[src/lei_params.svh]
/*
  Constants for the extension instruction decoder: offsets, field
  positions, reset values, timing and frame rate table.
  Assumes inclusion by bare name from the package and the modules.
*/
`ifndef LEI_PARAMS_SVH
`define LEI_PARAMS_SVH

// Timing
`define LEI_CLK_HZ      20000000
`define LEI_CLK_NS      50
`define LEI_EXEC_NS     200
`define LEI_BUSY_W      8
`define LEI_DIV_W       18
`define LEI_HZ_W        10
// Frame rates for trim codes 7 down to 0, in Hz
`define LEI_FRAME_HZ {10'h15B, 10'h115, 10'h0E3, 10'h0C0, \
                      10'h0A7, 10'h095, 10'h085, 10'h078}

// Register map
`define LEI_ADDR_W      4
`define LEI_OFS_INSTR   4'h0
`define LEI_OFS_STATUS  4'h4
`define LEI_OFS_POWER   4'h8
`define LEI_RESP_OK     2'h0
`define LEI_RESP_ERR    2'h2

// Instruction word fields
`define LEI_BIT_REGSEL  8
`define LEI_BIT_READ    9
`define LEI_FSET_TOP    3'h1
`define LEI_CGRAM_TOP   2'h1
`define LEI_NIB_BIAS    4'h1
`define LEI_NIB_ICON    4'h4
`define LEI_NIB_POWER   4'h5
`define LEI_NIB_FOLLOW  4'h6
`define LEI_NIB_CONTR   4'h7

// Reset values
`define LEI_RST_TRIM    3'h0
`define LEI_RST_GAIN    3'h0
`define LEI_RST_CONTR   6'h00
`define LEI_RST_ADDR    4'h0

`endif

[src/lei_ext_decoder_dummy_end.sv]
`timescale 1ns/1ps

[src/lei_pkg.sv]
/*
  Types of the extension instruction decoder: the state records of
  the top module and of the frame tick divider.
  Assumes lei_params.svh on the include path.
*/
`include "lei_params.svh"

package lei_pkg;

  typedef logic [`LEI_BUSY_W-1:0] lei_busy_t;
  typedef logic [`LEI_DIV_W-1:0]  lei_div_t;
  typedef logic [`LEI_ADDR_W-1:0] lei_addr_t;

  typedef struct packed {
    logic [2:0] meta;
    logic [2:0] pins;
    logic       aw_rdy;
    logic       w_rdy;
    logic       ar_rdy;
    logic       bvalid;
    logic       rvalid;
    logic [1:0] bresp;
    logic [1:0] rresp;
    lei_addr_t  waddr;
    logic [9:0] wdata;
    logic [1:0] wstrb;
    logic [31:0] rdata;
    lei_busy_t  busy_cnt;
    logic       busy;
    logic       ext_sel;
    logic       icon_sel;
    logic [3:0] ram_addr;
    logic [2:0] osc_trim_code;
    logic       bias_quarter;
    logic       icon_on;
    logic       boost_on;
    logic       follow_on;
    logic [2:0] v0_gain_ratio;
    logic [5:0] contrast_level;
  } lei_state_s;

  typedef struct packed {
    lei_div_t cnt;
    logic     tick;
  } lei_div_s;

endpackage

[src/lei_frame_tick.sv]
/*
  Frame rate divider: one-cycle tick at the rate picked by the trim
  code. Assumes a synchronised reset and a trim code on this clock.
*/
`timescale 1ns/1ps
`default_nettype none
`include "lei_params.svh"

module lei_frame_tick #(
  parameter int unsigned CLK_HZ = `LEI_CLK_HZ
) (
  // Clock and reset
  input  wire logic       i_clk,
  input  wire logic       i_rst_n,
  // Rate select and tick
  input  wire logic [2:0] i_trim,
  output logic            o_tick
);

  localparam logic [8*`LEI_HZ_W-1:0] HZ_TAB = `LEI_FRAME_HZ;

  lei_pkg::lei_div_t per_m1 [8];
  lei_pkg::lei_div_t sel_m1;
  lei_pkg::lei_div_s st;
  lei_pkg::lei_div_s nx;

  // Period table, one reload value per trim code
  for (genvar g = 0; g < 8; g++) begin : g_per
    localparam int unsigned HZ = int'(HZ_TAB[g*`LEI_HZ_W +: `LEI_HZ_W]);
    assign per_m1[g] = lei_pkg::lei_div_t'(CLK_HZ / HZ - 1);
  end

  assign sel_m1 = per_m1[i_trim];

  // New trim takes effect at the next reload, so no frame is cut short
  always_comb begin
    nx = st;
    nx.tick = 1'b0;
    if (st.cnt == '0) begin
      nx.cnt  = sel_m1;
      nx.tick = 1'b1;
    end else begin
      nx.cnt = st.cnt - 1'b1;
    end
  end

  always_ff @(posedge i_clk or negedge i_rst_n) begin
    if (!i_rst_n) begin
      st <= '0;
    end else begin
      st <= nx;
    end
  end

  assign o_tick = st.tick;
endmodule
`default_nettype wire

[src/lei_ext_decoder.sv]
/*
  Extension instruction decoder of a character display controller,
  with its instruction port reached over AXI4-Lite.
  Assumes one 20 MHz clock, option pins from outside the clock domain
  and a master that keeps one write and one read under way at most.
*/
// The implementer's own choices: the register offsets and register access over AXI4-Lite.
// Functional notes
// - Trim code is stored only while the clock source option pin is high.
// - Trim codes pick eight ascending frame rates, 120 Hz up to 347 Hz.
// - Command 0100 loads low nibble into the address counter, selects icon RAM.
// - Icon address command works only in the extension table; range 0 to F.
// - Icon enable bit written high shows icons, written low blanks them.
// - Booster bit written only when both bias option pins are low.
// - Follower command 0110 carries enable in bit 3, gain in bits 2 to 0.
// - Follower enable written only when both bias option pins are low.
// - Gain ratio written only when both bias option pins are low.
// - Six-bit contrast split over two commands, written only with pins low.
// - Function set bit 0 selects extension table high, normal table low.
// - Busy stays high while executing; the host waits for it to fall.
`timescale 1ns/1ps
`default_nettype none
`include "lei_params.svh"

module lei_ext_decoder #(
  parameter int unsigned CLK_HZ   = `LEI_CLK_HZ,
  parameter int unsigned EXEC_CYC =
    (`LEI_EXEC_NS + `LEI_CLK_NS - 1) / `LEI_CLK_NS
) (
  // Clock and reset
  input  wire logic        I_CLK,
  input  wire logic        I_NRST,
  // Option pins
  input  wire logic        I_CLOCK_SOURCE_OPTION_PIN,
  input  wire logic        I_BIAS_OPTION_PIN_ONE,
  input  wire logic        I_BIAS_OPTION_PIN_TWO,
  // AXI4-Lite write
  input  wire logic [3:0]  I_AXI_AWADDR,
  input  wire logic        I_AXI_AWVALID,
  output logic             O_AXI_AWREADY,
  input  wire logic [31:0] I_AXI_WDATA,
  input  wire logic [3:0]  I_AXI_WSTRB,
  input  wire logic        I_AXI_WVALID,
  output logic             O_AXI_WREADY,
  output logic [1:0]       O_AXI_BRESP,
  output logic             O_AXI_BVALID,
  input  wire logic        I_AXI_BREADY,
  // AXI4-Lite read
  input  wire logic [3:0]  I_AXI_ARADDR,
  input  wire logic        I_AXI_ARVALID,
  output logic             O_AXI_ARREADY,
  output logic [31:0]      O_AXI_RDATA,
  output logic [1:0]       O_AXI_RRESP,
  output logic             O_AXI_RVALID,
  input  wire logic        I_AXI_RREADY,
  // Display control
  output logic [2:0]       O_OSC_TRIM_CODE,
  output logic             O_BIAS_QUARTER,
  output logic             O_ICON_ON,
  output logic             O_BOOST_ON,
  output logic             O_FOLLOW_ON,
  output logic [2:0]       O_V0_GAIN_RATIO,
  output logic [5:0]       O_CONTRAST_LEVEL,
  output logic             O_FRAME_TICK,
  // Instruction state
  output logic             O_EXTENSION_TABLE_SELECT,
  output logic             O_ICON_RAM_SELECT,
  output logic [3:0]       O_RAM_ADDRESS_COUNTER,
  output logic             O_INTERNAL_BUSY_INDICATOR
);

  localparam lei_pkg::lei_busy_t EXEC_LD =
    lei_pkg::lei_busy_t'(EXEC_CYC);

  logic [1:0]          rst_q;
  logic                rst_n;
  lei_pkg::lei_state_s st;
  lei_pkg::lei_state_s nx;
  logic                clk_src_hi;
  logic                bias_int;
  logic                wr_go;
  logic                instr_hit;
  logic                do_issue;
  logic                regsel;
  logic                rd;
  logic                cmd_go;
  logic                ext_go;
  logic [7:0]          ib;
  logic [3:0]          nib;
  logic [3:0]          ib_lo;
  logic [2:0]          ib_lo3;
  logic                ib_b3;
  logic [31:0]         rd_word;
  logic [1:0]          rd_resp;

  // Reset release through two flops, assertion stays asynchronous
  always_ff @(posedge I_CLK or negedge I_NRST) begin
    if (!I_NRST) begin
      rst_q <= 2'h0;
    end else begin
      rst_q <= {rst_q[0], 1'b1};
    end
  end
  assign rst_n = rst_q[1];

  // Decoded views of the captured instruction
  assign clk_src_hi = st.pins[2];
  assign bias_int   = ~st.pins[1] & ~st.pins[0];
  assign ib         = st.wdata[7:0];
  assign nib        = ib[7:4];
  assign ib_lo      = ib[3:0];
  assign ib_lo3     = ib[2:0];
  assign ib_b3      = ib[3];
  assign regsel     = st.wdata[`LEI_BIT_REGSEL] & st.wstrb[1];
  assign rd         = st.wdata[`LEI_BIT_READ] & st.wstrb[1];
  assign wr_go      = ~st.aw_rdy & ~st.w_rdy & ~st.bvalid;
  assign instr_hit  = (st.waddr == `LEI_OFS_INSTR) & st.wstrb[0];
  assign do_issue   = wr_go & instr_hit & ~st.busy;
  assign cmd_go     = do_issue & ~rd & ~regsel;
  assign ext_go     = cmd_go & st.ext_sel;

  // Read decode
  always_comb begin
    rd_word = 32'h0000_0000;
    rd_resp = `LEI_RESP_OK;
    if (I_AXI_ARADDR == `LEI_OFS_INSTR) begin
      rd_word = {22'h00_0000, st.wdata};
    end else if (I_AXI_ARADDR == `LEI_OFS_STATUS) begin
      rd_word = {21'h00_0000, st.pins, st.ram_addr, 1'b0,
                 st.icon_sel, st.ext_sel, st.busy};
    end else if (I_AXI_ARADDR == `LEI_OFS_POWER) begin
      rd_word = {10'h000, st.contrast_level, 5'h00, st.v0_gain_ratio,
                 1'b0, st.follow_on, st.boost_on, st.icon_on,
                 st.bias_quarter, st.osc_trim_code};
    end else begin
      rd_resp = `LEI_RESP_ERR;
    end
  end

  always_comb begin
    nx = st;
    nx.meta = {I_CLOCK_SOURCE_OPTION_PIN, I_BIAS_OPTION_PIN_ONE,
               I_BIAS_OPTION_PIN_TWO};
    nx.pins = st.meta;

    // Address and data are taken independently, in either order
    if (st.aw_rdy && I_AXI_AWVALID) begin
      nx.waddr  = I_AXI_AWADDR;
      nx.aw_rdy = 1'b0;
    end
    if (st.w_rdy && I_AXI_WVALID) begin
      nx.wdata = I_AXI_WDATA[9:0];
      nx.wstrb = I_AXI_WSTRB[1:0];
      nx.w_rdy = 1'b0;
    end
    if (wr_go) begin
      nx.bvalid = 1'b1;
      nx.bresp  = do_issue ? `LEI_RESP_OK : `LEI_RESP_ERR;
    end
    if (st.bvalid && I_AXI_BREADY) begin
      nx.bvalid = 1'b0;
      nx.aw_rdy = 1'b1;
      nx.w_rdy  = 1'b1;
    end

    if (st.ar_rdy && I_AXI_ARVALID) begin
      nx.ar_rdy = 1'b0;
      nx.rvalid = 1'b1;
      nx.rdata  = rd_word;
      nx.rresp  = rd_resp;
    end
    if (st.rvalid && I_AXI_RREADY) begin
      nx.rvalid = 1'b0;
      nx.ar_rdy = 1'b1;
    end

    if (st.busy_cnt != '0) begin
      nx.busy_cnt = st.busy_cnt - 1'b1;
    end
    // Read transfers execute nothing and leave busy alone
    if (do_issue && !rd) begin
      nx.busy_cnt = EXEC_LD;
    end

    // Icon data writes step the counter within its 16 entries
    if (do_issue && !rd && regsel && st.icon_sel) begin
      nx.ram_addr = st.ram_addr + 4'h1;
    end

    if (cmd_go) begin
      if (ib[7]) begin
        nx.icon_sel = 1'b0;
      end else if (ib[7:5] == `LEI_FSET_TOP) begin
        nx.ext_sel = ib[0];
      end else if (!st.ext_sel && ib[7:6] == `LEI_CGRAM_TOP) begin
        nx.icon_sel = 1'b0;
      end
    end

    if (ext_go) begin
      case (nib)
        `LEI_NIB_BIAS: begin
          if (clk_src_hi) begin
            nx.osc_trim_code = ib_lo3;
          end
          if (st.pins[1:0] != 2'h3) begin
            nx.bias_quarter = ib_b3;
          end
        end
        `LEI_NIB_ICON: begin
          nx.ram_addr = ib_lo;
          nx.icon_sel = 1'b1;
        end
        `LEI_NIB_POWER: begin
          nx.icon_on = ib_b3;
          if (bias_int) begin
            nx.boost_on            = ib[2];
            nx.contrast_level[5:4] = ib[1:0];
          end
        end
        `LEI_NIB_FOLLOW: begin
          if (bias_int) begin
            nx.follow_on     = ib_b3;
            nx.v0_gain_ratio = ib_lo3;
          end
        end
        `LEI_NIB_CONTR: begin
          if (bias_int) begin
            nx.contrast_level[3:0] = ib_lo;
          end
        end
        default: begin
        end
      endcase
    end

    nx.busy = (nx.busy_cnt != '0);
  end

  always_ff @(posedge I_CLK or negedge rst_n) begin
    if (!rst_n) begin
      st                <= '0;
      st.aw_rdy         <= 1'b1;
      st.w_rdy          <= 1'b1;
      st.ar_rdy         <= 1'b1;
      st.ram_addr       <= `LEI_RST_ADDR;
      st.osc_trim_code  <= `LEI_RST_TRIM;
      st.v0_gain_ratio  <= `LEI_RST_GAIN;
      st.contrast_level <= `LEI_RST_CONTR;
    end else begin
      st <= nx;
    end
  end

  lei_frame_tick #(
    .CLK_HZ (CLK_HZ)
  ) u_tick (
    .i_clk   (I_CLK),
    .i_rst_n (rst_n),
    .i_trim  (st.osc_trim_code),
    .o_tick  (O_FRAME_TICK)
  );

  assign O_AXI_AWREADY             = st.aw_rdy;
  assign O_AXI_WREADY              = st.w_rdy;
  assign O_AXI_BRESP               = st.bresp;
  assign O_AXI_BVALID              = st.bvalid;
  assign O_AXI_ARREADY             = st.ar_rdy;
  assign O_AXI_RDATA               = st.rdata;
  assign O_AXI_RRESP               = st.rresp;
  assign O_AXI_RVALID              = st.rvalid;
  assign O_OSC_TRIM_CODE           = st.osc_trim_code;
  assign O_BIAS_QUARTER            = st.bias_quarter;
  assign O_ICON_ON                 = st.icon_on;
  assign O_BOOST_ON                = st.boost_on;
  assign O_FOLLOW_ON               = st.follow_on;
  assign O_V0_GAIN_RATIO           = st.v0_gain_ratio;
  assign O_CONTRAST_LEVEL          = st.contrast_level;
  assign O_EXTENSION_TABLE_SELECT  = st.ext_sel;
  assign O_ICON_RAM_SELECT         = st.icon_sel;
  assign O_RAM_ADDRESS_COUNTER     = st.ram_addr;
  assign O_INTERNAL_BUSY_INDICATOR = st.busy;
endmodule
`default_nettype wire

[config.mk]
export PLATFORM = sky130hd
export DESIGN_NAME = lei_ext_decoder
export DESIGN_NICKNAME = d
export VERILOG_FILES = /design/src/lei_ext_decoder_dummy_end.sv /design/src/lei_pkg.sv /design/src/lei_frame_tick.sv /design/src/lei_ext_decoder.sv
export VERILOG_INCLUDE_DIRS = /design/src
export SDC_FILE = /design/constraint.sdc
export NUM_CORES = 1
export LEC_CHECK = 0
export BUFFER_PORTS_ARGS = -buffer_cell sky130_fd_sc_hd__buf_4
export CAP_MARGIN = 0
export CORE_ASPECT_RATIO = 0.7
export CORE_MARGIN = 2
export CORE_UTILIZATION = 50
export CTS_BUF_LIST = sky130_fd_sc_hd__clkbuf_4 sky130_fd_sc_hd__clkbuf_8
export CTS_CLUSTER_DIAMETER = 80
export CTS_CLUSTER_SIZE = 14
export DETAILED_ROUTE_END_ITERATION = 6
export PLACE_DENSITY = 0.78
export SYNTH_ARGS = -nofsm -noshare
export SYNTH_HDL_FRONTEND = slang
export SYNTH_HIERARCHICAL = 1
export SYNTH_SLANG_ARGS = --single-unit
[constraint.sdc]
create_clock -name I_CLK -period 3 [get_ports I_CLK]
set_clock_uncertainty 0.05 [all_clocks]
set_input_delay 0.3 -clock I_CLK [delete_from_list [all_inputs] [get_ports I_CLK]]
set_output_delay 0.3 -clock I_CLK [all_outputs]
set_load 0.01 [all_outputs]
==> results of run 1 <==
## power groups by stage
stage	clock network, mW	registers, mW	logic [mW]
detailed placement	0	1.77	0.507
global placement	0	1.75	0.487
finish	0.875	1.75	0.508
global route	0.957	1.78	0.562
floorplan	0	1.69	0.385
CTS	0.901	1.75	0.514
## state kept, by name (all words and copies together) (netlist names), 2 cells and up
name                   flops
O_AXI_RDATA               17
O_CONTRAST_LEVEL           6
O_OSC_TRIM_CODE            3
O_RAM_ADDRESS_COUNTER      4
O_V0_GAIN_RATIO            3
ib                         8
nx                         3
rst_q                      2
st                        18
u_tick/st                 18
## logic make-up (layout without fill, tap and decap cells)
logic type | count (synthesis) | after routing
and+or+nand+nor | 157 | 157
adders and majority gates | 9 | 9
muxes | 54 | 54
xor gates and xnor gates | 18 | 18
AOI/OAI and AO/OA | 77 | 77
buffers and inverters | 85 | 123
other | 2 | 18
DFF | 98 | 98
## layer usage
layer | up-vias | track usage
met5 | - | 0
met4 | 0 | 0.0525
met3 | 12 | 0.0611
met2 | 145 | 0.314
met1 | 1790 | 0.299
li1 | 1757 | -
## Yosys cell counts (9+ instances only)
library cell	count	share of area
dfrtp_1	95	0.46
nand2_1	57	0.042
buf_4	53	0.078
mux2_2	41	0.090
nor2_1	37	0.027
o21ai_0	34	0.033
a21oi_1	21	0.020
inv_1	17	0.012
mux2i_1	13	0.025
nor3_1	12	0.012
clkbuf_1	11	0.0080
nand3_1	10	0.0098
xnor2_1	10	0.017
ha_1	9	0.022
## area by class of cell
class	count	share of cell area
Clock buffer	12	0.0264
Clock inverter	4	0.00886
Inverter	19	0.0123
Multi-Input combinational cell	333	0.384
Sequential cell	98	0.425
Tap cell	128	0.0277
Timing Repair Buffer	88	0.116
## worst max-delay path: cells and delay by family, from the launching register on
kind	cells	cell delay, ps
flops	1	420
simple gates	3	1610
mux	1	390
## path summary, 6_finish.rpt
path                                 endpoint  slack, ps
setup / recovery           O_V0_GAIN_RATIO[2]        440
hold reg to reg                        st[89]        290
max in group asynchronous       O_AXI_ARREADY       1740
min in group asynchronous            rst_q[1]        200
setup reg to reg           O_V0_GAIN_RATIO[2]        440
hold / removal                   O_AXI_WREADY         50
## what timing repair did
| action | in CTS | in global routing |
|---|---|---|
| endpoints found under the hold margin | 5 | 0 |
| hold buffers | 4 | 0 |
| buffers inserted | 0 | 0 |
## per-stage QoR
step	instance area, um2	hold slack [ps]	setup WS [ps]	total power [mW]	instances
final	5790	49.0	440	3.13	682
after global routing	5790	25.9	406	3.30	682
after CTS	5790	34.2	436	3.16	682
after detailed placement	5540	33.6	454	2.28	662
after global placement	5540	33.0	479	2.24	662
after floorplan	5190	-45.6	23.3	2.07	516
## cells in the final DEF (no fill, tap or decap), drive strengths merged, types with 4 or more instances in the layout
| cell type | synthesis | routed |
|---|---|---|
| or4 | 7 | 7 |
| mux2 | 41 | 41 |
| nand2 | 57 | 57 |
| conb | 2 | 18 |
| xor2 | 8 | 8 |
| xnor2 | 10 | 10 |
| nor3 | 13 | 13 |
| clkbuf | 11 | 12 |
| dlygate4sd3 | 0 | 4 |
| o21ai | 34 | 34 |
| inv | 18 | 19 |
| ha | 9 | 9 |
| mux2i | 13 | 13 |
| buf | 55 | 84 |
| nor2 | 37 | 37 |
| a31oi | 6 | 6 |
| dfrtp | 95 | 95 |
| nand3 | 10 | 10 |
| nor3b | 4 | 4 |
| a21oi | 21 | 21 |
| o31ai | 5 | 5 |
| nor4 | 7 | 7 |
==> results.tsv, run 1 <==
stage	metric	value	unit
synthesis	Synth Cell Area	5130	um2
floorplanning	Core Region	9830	um2
floorplanning	die width	125	um
power_and_ir_drop	Gate power share	0.162	
global_route	total grt overflow	0	
clock_tree	CTS clock-pin slew for the worst setup and hold paths	100	ps
placement	GPL Wtd Cong	0.880	
placement	hpwl dp	8280	um
min_path	hold depth	2	
global_route	first-pass GRT wire length	18300	um
synthesis	largest family of logic cells by synthesized area	simple AND/OR/NAND/NOR gates	
global_route	largest net degree at the start of global routing	52	
synthesis	Distinct cells, synth	52	
synthesis	simple-gate portion of the synthesized area	0.165	
synthesis	synthesized flop and latch total	98	
cells_and_area	area of the multi-input gates	2220	um2
clock_tree	CTS root buf	clkbuf_8	
clock_tree	TritonCTS clock tree	built	
worst_setup_path	Worst setup startpoint	O_INTERNAL_BUSY_INDICATOR	
timing	FMAX	391	MHz
clock_tree	CTS buffer count	9	
cells_and_area	Final Core Density	0.589	
drt	met3 WL	813	um
synthesis	Post-synth EDFFs	0	
timing	Final Hold Fails	0	
clock_tree	Post-CTS Resized	0	
global_route	initial antenna violation count	0	
worst_setup_path	crit start category	register	
synthesis	Synth Area in XOR/XNOR	0.0307	
synthesis	Synth Flop Type	dfrtp_1	
worst_setup_path	R2R Path Start	O_INTERNAL_BUSY_INDICATOR	
floorplanning	Ports	119	
power_and_ir_drop	switching portion of total power	0.296	
worst_setup_path	R2R cell count	4	
global_route	vias in the first global route	3668	
power_and_ir_drop	Seq pwr share	0.559	
timing	min Tclk post-route	2560	ps
power_and_ir_drop	clock share of power	0.279	
floorplanning	Rows	30	
run_status	status	finished clean	
worst_setup_path	crit path max-delay cell type	or4_4	
power_and_ir_drop	Cell Int Power	2.21	mW
clock_tree	clock sinks	98	
synthesis	ys async rst share	1.00	
synthesis	synthesized instance count	500	
worst_setup_path	worst path cell trace	or4b_4, or4_4, nor4b_4, mux2_2	
global_route	Tot GR Track Use	0.209	
drt	drt wl/cell	16.4	um
min_path	HP Start	I_AXI_WVALID	
worst_setup_path	Critical Path RT	3200	ps
synthesis	mean area per synthesized cell	10.3	um2
timing	RSZ-0062 raised after global routing	false	
floorplanning	die height	88.8	um
synthesis	compound-gate portion of the synthesized area	0.0853	
cells_and_area	Storage cell area	2460	um2
floorplanning	Initial Util	0.522	
cells_and_area	synth-to-layout area growth	12.8	%
clock_tree	Max H-tree Level	3	
cells_and_area	ant diodes	0	
synthesis	mux contribution to synthesized area	0.115	
timing	Slew headroom	0.540	
placement	PortBufs	77	
power_and_ir_drop	P_sw	0.927	mW
clock_tree	Worst-Skew Late Latency	360	ps
drt	Met1 Wirelength	5320	um
floorplanning	Die ar.	11100	um2
clock_tree	Clock Tree Buf Depth	2	
cells_and_area	layout filler cell count	843	
cells_and_area	share of cells above drive strength 1	0.289	
synthesis	post-synthesis sequential area ratio	0.479	
timing	endpoints failing setup	0	
timing	Tcrit/Tclk final	0.853	
drt	met2 WL	4910	um
worst_setup_path	crit path kind	reg2reg	
worst_setup_path	Arrival @ worst endpoint	2760	ps
timing	setup TNS	0	ps
min_path	worst hold path type	in2reg	
worst_setup_path	Crit. End Element	register	
drt	first-pass iteration count of the detailed router	5	
synthesis	Synth Area in Adders	0.0219	
timing	Slew Limit Fails	0	
job	Max Cap Violations	0	
timing	worst slew pin tran	690	ps
worst_setup_path	CP max stage delay	620	ps
power_and_ir_drop	PwrDens	541	nW/um2
worst_setup_path	worst-path maximum fanout	5	
drt	Top Layer Used	met4	
drt	vias per cell	5.43	
synthesis	YS warnings	6	
drt	1st-iter DRT viols	346	
drt	vias	3704	
power_and_ir_drop	Max VDD drop	0.444	mV
power_and_ir_drop	Leak	2.62	nW
drt	routed wire length	11200	um
drt	Post-route DRC	0	
cells_and_area	Layout Nets	612	
drt	DRT antenna net count	0	
(Power assumes the default switching activity.)
==> inputs of run 2 (changes only) <==
--- a/config.mk
+++ b/config.mk
@@ -13,8 +13,9 @@
 export CORE_UTILIZATION = 50
 export CTS_BUF_LIST = sky130_fd_sc_hd__clkbuf_4 sky130_fd_sc_hd__clkbuf_8
 export CTS_CLUSTER_DIAMETER = 80
-export CTS_CLUSTER_SIZE = 14
+export CTS_CLUSTER_SIZE = 28
 export DETAILED_ROUTE_END_ITERATION = 6
+export HOLD_SLACK_MARGIN = 0.05
 export PLACE_DENSITY = 0.78
 export SYNTH_ARGS = -nofsm -noshare
 export SYNTH_HDL_FRONTEND = slang
==> results.tsv, run 2 (synthesized netlist as in run 1, its figures left out) <==
stage	metric	value	unit
timing	min Tclk post-route	2560	ps
floorplanning	Core Region	9830	um2
timing	Slew headroom	0.548	
timing	setup TNS	0	ps
job	Max Cap Violations	0	
global_route	initial antenna violation count	0	
worst_setup_path	CP max stage delay	620	ps
worst_setup_path	crit path max-delay cell type	or4_4	
worst_setup_path	crit start category	register	
floorplanning	Rows	30	
cells_and_area	area of the multi-input gates	2220	um2
clock_tree	Worst-Skew Late Latency	360	ps
drt	DRT antenna net count	0	
worst_setup_path	worst path cell trace	or4b_4, or4_4, nor4b_4, mux2_2	
worst_setup_path	Critical Path RT	3200	ps
clock_tree	Max H-tree Level	3	
timing	final hold slack	63.8	ps
placement	GPL Wtd Cong	0.880	
cells_and_area	synth-to-layout area growth	13.2	%
placement	DP Area	5540	um2
floorplanning	Die ar.	11100	um2
floorplanning	die height	88.8	um
timing	Tcrit/Tclk final	0.853	
global_route	first-pass GRT wire length	18300	um
cells_and_area	share of cells above drive strength 1	0.288	
cells_and_area	most common cell after layout, fill and taps aside	dfrtp_1	
drt	vias	3738	
drt	1st-iter DRT viols	362	
worst_setup_path	WP depth	4	
drt	Post-route DRC	0	
timing	endpoints failing setup	0	
global_route	largest net degree at the start of global routing	52	
clock_tree	clock sinks	98	
timing	Final Hold Fails	0	
placement	hpwl dp	8280	um
power_and_ir_drop	total power	3.14	mW
cells_and_area	most frequent cells in the layout	dfrtp_1, buf_4, nand2_1, mux2_2, nor2_1	
worst_setup_path	worst-path maximum fanout	5	
worst_setup_path	Crit. End Element	register	
drt	first-pass iteration count of the detailed router	5	
timing	FMAX	391	MHz
floorplanning	Ports	119	
timing	Slew Limit Fails	0	
worst_setup_path	Arrival @ worst endpoint	2760	ps
global_route	total grt overflow	0	
power_and_ir_drop	Leak	2.63	nW
worst_setup_path	R2R cell count	4	
run_status	status	finished clean	
worst_setup_path	crit path buf inv count	0	
placement	placed insts	662	
clock_tree	Clock Tree Buf Depth	2	
global_route	vias in the first global route	3664	
cells_and_area	Layout Nets	614	
clock_tree	CTS buffer count	9	
cells_and_area	Finished Layout Cells	684	
clock_tree	TritonCTS clock tree	built	
cells_and_area	Design Area, Final	5810	um2
drt	drt wl/cell	16.4	um
cells_and_area	layout filler cell count	843	
power_and_ir_drop	PwrDens	540	nW/um2
worst_setup_path	Top delay family on crit path	simple AND/OR/NAND/NOR gates	
drt	vias per cell	5.46	
cells_and_area	Storage cell area	2460	um2
placement	PortBufs	77	
clock_tree	CTS clock-pin slew for the worst setup and hold paths	100	ps
power_and_ir_drop	Max VDD drop	0.445	mV
cells_and_area	ant diodes	0	
clock_tree	CTS root buf	clkbuf_8	
worst_setup_path	crit path kind	reg2reg	
min_path	hold depth	2	
global_route	Tot GR Track Use	0.209	
clock_tree	Post-CTS Resized	0	
floorplanning	die width	125	um
min_path	worst hold path type	in2reg	
timing	worst slew pin tran	678	ps
floorplanning	Initial Util	0.522	
drt	routed wire length	11200	um
timing	RSZ-0062 raised after global routing	false	
==> run 2: area by class of cell <==
| cell class | instances | area share |
|---|---|---|
| Sequential cell | 98 | 0.424 |
| Clock inverter | 4 | 0.00883 |
| Tap cell | 128 | 0.0276 |
| Clock buffer | 12 | 0.0263 |
| Multi-Input combinational cell | 333 | 0.383 |
| Timing Repair Buffer | 90 | 0.119 |
| Inverter | 19 | 0.0123 |
==> run 2: timing repair <==
action,4_1_cts,5_1_grt
setup buffers,0,0
hold buffers,6,0
hold endpoints to repair,7,0
==> run 2: power by group <==
part / internal [mW] / leakage [nW] / switching, mW / total [mW]
combinational: 0.277 / 1.31 / 0.233 / 0.510
sequential: 1.50 / 1.22 / 0.252 / 1.75
clock: 0.429 / 0.104 / 0.444 / 0.874
==> run 2: path summary, 6_finish.rpt <==
| kind | to | start | slack (ps) |
|---|---|---|---|
| worst max-delay path | O_V0_GAIN_RATIO[2] | O_INTERNAL_BUSY_INDICATOR | 440 |
| worst min-delay path | O_AXI_ARREADY | I_AXI_ARVALID | 60 |
| worst max register to register | O_V0_GAIN_RATIO[2] | O_INTERNAL_BUSY_INDICATOR | 440 |
| worst min register to register | st[89] | nx[89] | 300 |
| max in group asynchronous | O_AXI_WREADY | rst_q[1] | 1740 |
| min in group asynchronous | rst_q[0] | I_NRST | 200 |
==> run 2: layer usage <==
metal	vias to the layer above	global-route usage	share of wire
li1	1758	-	-
met5	-	0	0
met3	12	0.0617	0.079
met2	159	0.316	0.44
met4	0	0.0525	0.011
met1	1809	0.298	0.47
==> run 2: metrics by stage <==
stage	setup slack, ps	util
after floorplan	23.3	-
after global placement	479	0.564
after detailed placement	454	0.564
after CTS	436	0.591
after global routing	406	0.591
final	440	0.591
==> inputs of run 3 (changes only) <==
--- a/config.mk
+++ b/config.mk
@@ -17,6 +17,8 @@
 export DETAILED_ROUTE_END_ITERATION = 6
 export HOLD_SLACK_MARGIN = 0.05
 export PLACE_DENSITY = 0.78
+export RECOVER_POWER = 100
+export SETUP_SLACK_MARGIN = 0.5
 export SYNTH_ARGS = -nofsm -noshare
 export SYNTH_HDL_FRONTEND = slang
 export SYNTH_HIERARCHICAL = 1
==> results.tsv, run 3 (synthesized netlist as in run 1, its figures left out) <==
stage	metric	value	unit
power_and_ir_drop	PwrDens	555	nW/um2
cells_and_area	most frequent cells in the layout	dfrtp_1, nand2_1, clkbuf_1, mux2_2, nor2_1	
drt	first-pass iteration count of the detailed router	5	
run_status	status	finished with violations	
floorplanning	Ports	119	
placement	PortBufs	77	
floorplanning	Die ar.	11100	um2
drt	drt wl/cell	16.3	um
drt	Top Layer Used	met4	
timing	Tcrit/Tclk final	0.872	
timing	Slew headroom	-0.309	
run_status	failing checks	capacitance limit, slew limit	
timing	endpoints failing setup	0	
drt	met3 WL	865	um
cells_and_area	share of cells above drive strength 1	0.188	
cells_and_area	layout filler cell count	874	
clock_tree	TritonCTS clock tree	built	
drt	vias per cell	5.47	
floorplanning	die height	88.8	um
power_and_ir_drop	total power	3.13	mW
power_and_ir_drop	Max VDD drop	0.360	mV
global_route	vias in the first global route	3571	
timing	setup TNS	0	ps
clock_tree	Worst-Skew Late Latency	360	ps
placement	hpwl dp	8110	um
placement	GPL Wtd Cong	0.892	
clock_tree	Clock Tree Buf Depth	2	
timing	min Tclk post-route	2620	ps
worst_setup_path	crit path kind	reg2reg	
drt	routed wire length	11200	um
floorplanning	die width	125	um
clock_tree	Max H-tree Level	3	
global_route	Tot GR Track Use	0.207	
cells_and_area	Final Core Density	0.574	
cells_and_area	Design Area, Final	5650	um2
worst_setup_path	crit start category	register	
floorplanning	Rows	30	
global_route	first-pass GRT wire length	18100	um
timing	worst slew pin tran	1960	ps
min_path	worst hold path type	in2reg	
global_route	largest net degree at the start of global routing	52	
drt	vias	3760	
placement	DP Area	5540	um2
cells_and_area	Storage cell area	2460	um2
drt	1st-iter DRT viols	379	
timing	RSZ-0062 raised after global routing	false	
floorplanning	Core Region	9830	um2
worst_setup_path	Crit. End Element	register	
cells_and_area	area of the multi-input gates	2210	um2
cells_and_area	ant diodes	0	
timing	Slew Limit Fails	52	
drt	DRT antenna net count	0	
worst_setup_path	Arrival @ worst endpoint	2820	ps
floorplanning	Initial Util	0.522	
drt	Met1 Wirelength	5280	um
global_route	initial antenna violation count	0	
worst_setup_path	worst-path maximum fanout	4	
global_route	total grt overflow	0	
drt	met2 WL	4910	um
clock_tree	CTS buffer count	9	
timing	Final Hold Fails	0	
clock_tree	CTS root buf	clkbuf_8	
cells_and_area	most common cell after layout, fill and taps aside	dfrtp_1	
job	Max Cap Violations	1	
worst_setup_path	Critical Path RT	3210	ps
clock_tree	clock sinks	98	
power_and_ir_drop	Leak	2.43	nW
timing	FMAX	382	MHz
cells_and_area	synth-to-layout area growth	10.0	%
cells_and_area	Layout Nets	618	
timing	final hold slack	70.7	ps
clock_tree	CTS clock-pin slew for the worst setup and hold paths	90	ps
drt	Post-route DRC	0	
## run 3: cell count changes in the layout (fill, tap and decap cells not counted), moves of 2 or more
cell / previous run / this run
buf_4: 84 / 32
clkbuf_1: 0 / 52
clkbuf_4: 2 / 5
dfstp_1: 0 / 3
dfstp_2: 3 / 0
mux2_2: 41 / 39
mux2_4: 0 / 2
## run 3: layout make-up
| cell class | count | share of cell area |
|---|---|---|
| Tap cell | 128 | 0.0284 |
| Clock inverter | 5 | 0.0137 |
| Inverter | 19 | 0.0126 |
| Timing Repair Buffer | 94 | 0.0931 |
| Multi-Input combinational cell | 333 | 0.391 |
| Sequential cell | 98 | 0.435 |
| Clock buffer | 11 | 0.0257 |
## run 3: final timing paths
path | cells after the start | to | slack, ps | start
min in group asynchronous | 2 | rst_q[0] | 190 | I_NRST
max reg2reg | 4 | O_V0_GAIN_RATIO[2] | 380 | st[77]
min | 2 | O_AXI_RVALID | 70 | I_AXI_RREADY
max in group asynchronous | 1 | O_AXI_AWREADY | 860 | rst_q[1]
min reg2reg | 0 | st[88] | 300 | nx[88]
max | 4 | O_V0_GAIN_RATIO[2] | 380 | st[77]
## run 3: report_power, final
group	switching, mW	internal (mW)	total [mW]
combinational	0.227	0.227	0.454
sequential	0.237	1.50	1.73
clock	0.448	0.499	0.947
total	0.912	2.22	3.13
## run 3: repair_timing
action                                 4_1_cts  5_1_grt
hold buffers                                 6        0
buffers inserted                             4        0
resized for setup                            2        3
endpoints found under the hold margin        7        0
pin swaps                                    4        2
setup endpoints to repair                   10       12
## run 3: routing by layer
layer / track usage / vias to the layer above
li1: - / 1762
met1: 0.296 / 1807
met2: 0.314 / 176
met3: 0.0599 / 15
met4: 0.0515 / 0
met5: 0 / -
## run 3: critical path: stages (launching register included)
cell and delay [ps]:
dfrtp_1 370, or4b_1 540, or4_1 680, nor4b_2 480
mux2_2 400
## run 3: stage by stage
stage | std cells | setup WS [ps]
4_1_cts | 688 | 519
3_3_place_gp | 662 | 491
3_5_place_dp | 662 | 423
5_1_grt | 688 | 279
2_1_floorplan | 516 | 537
6_report | 688 | 383
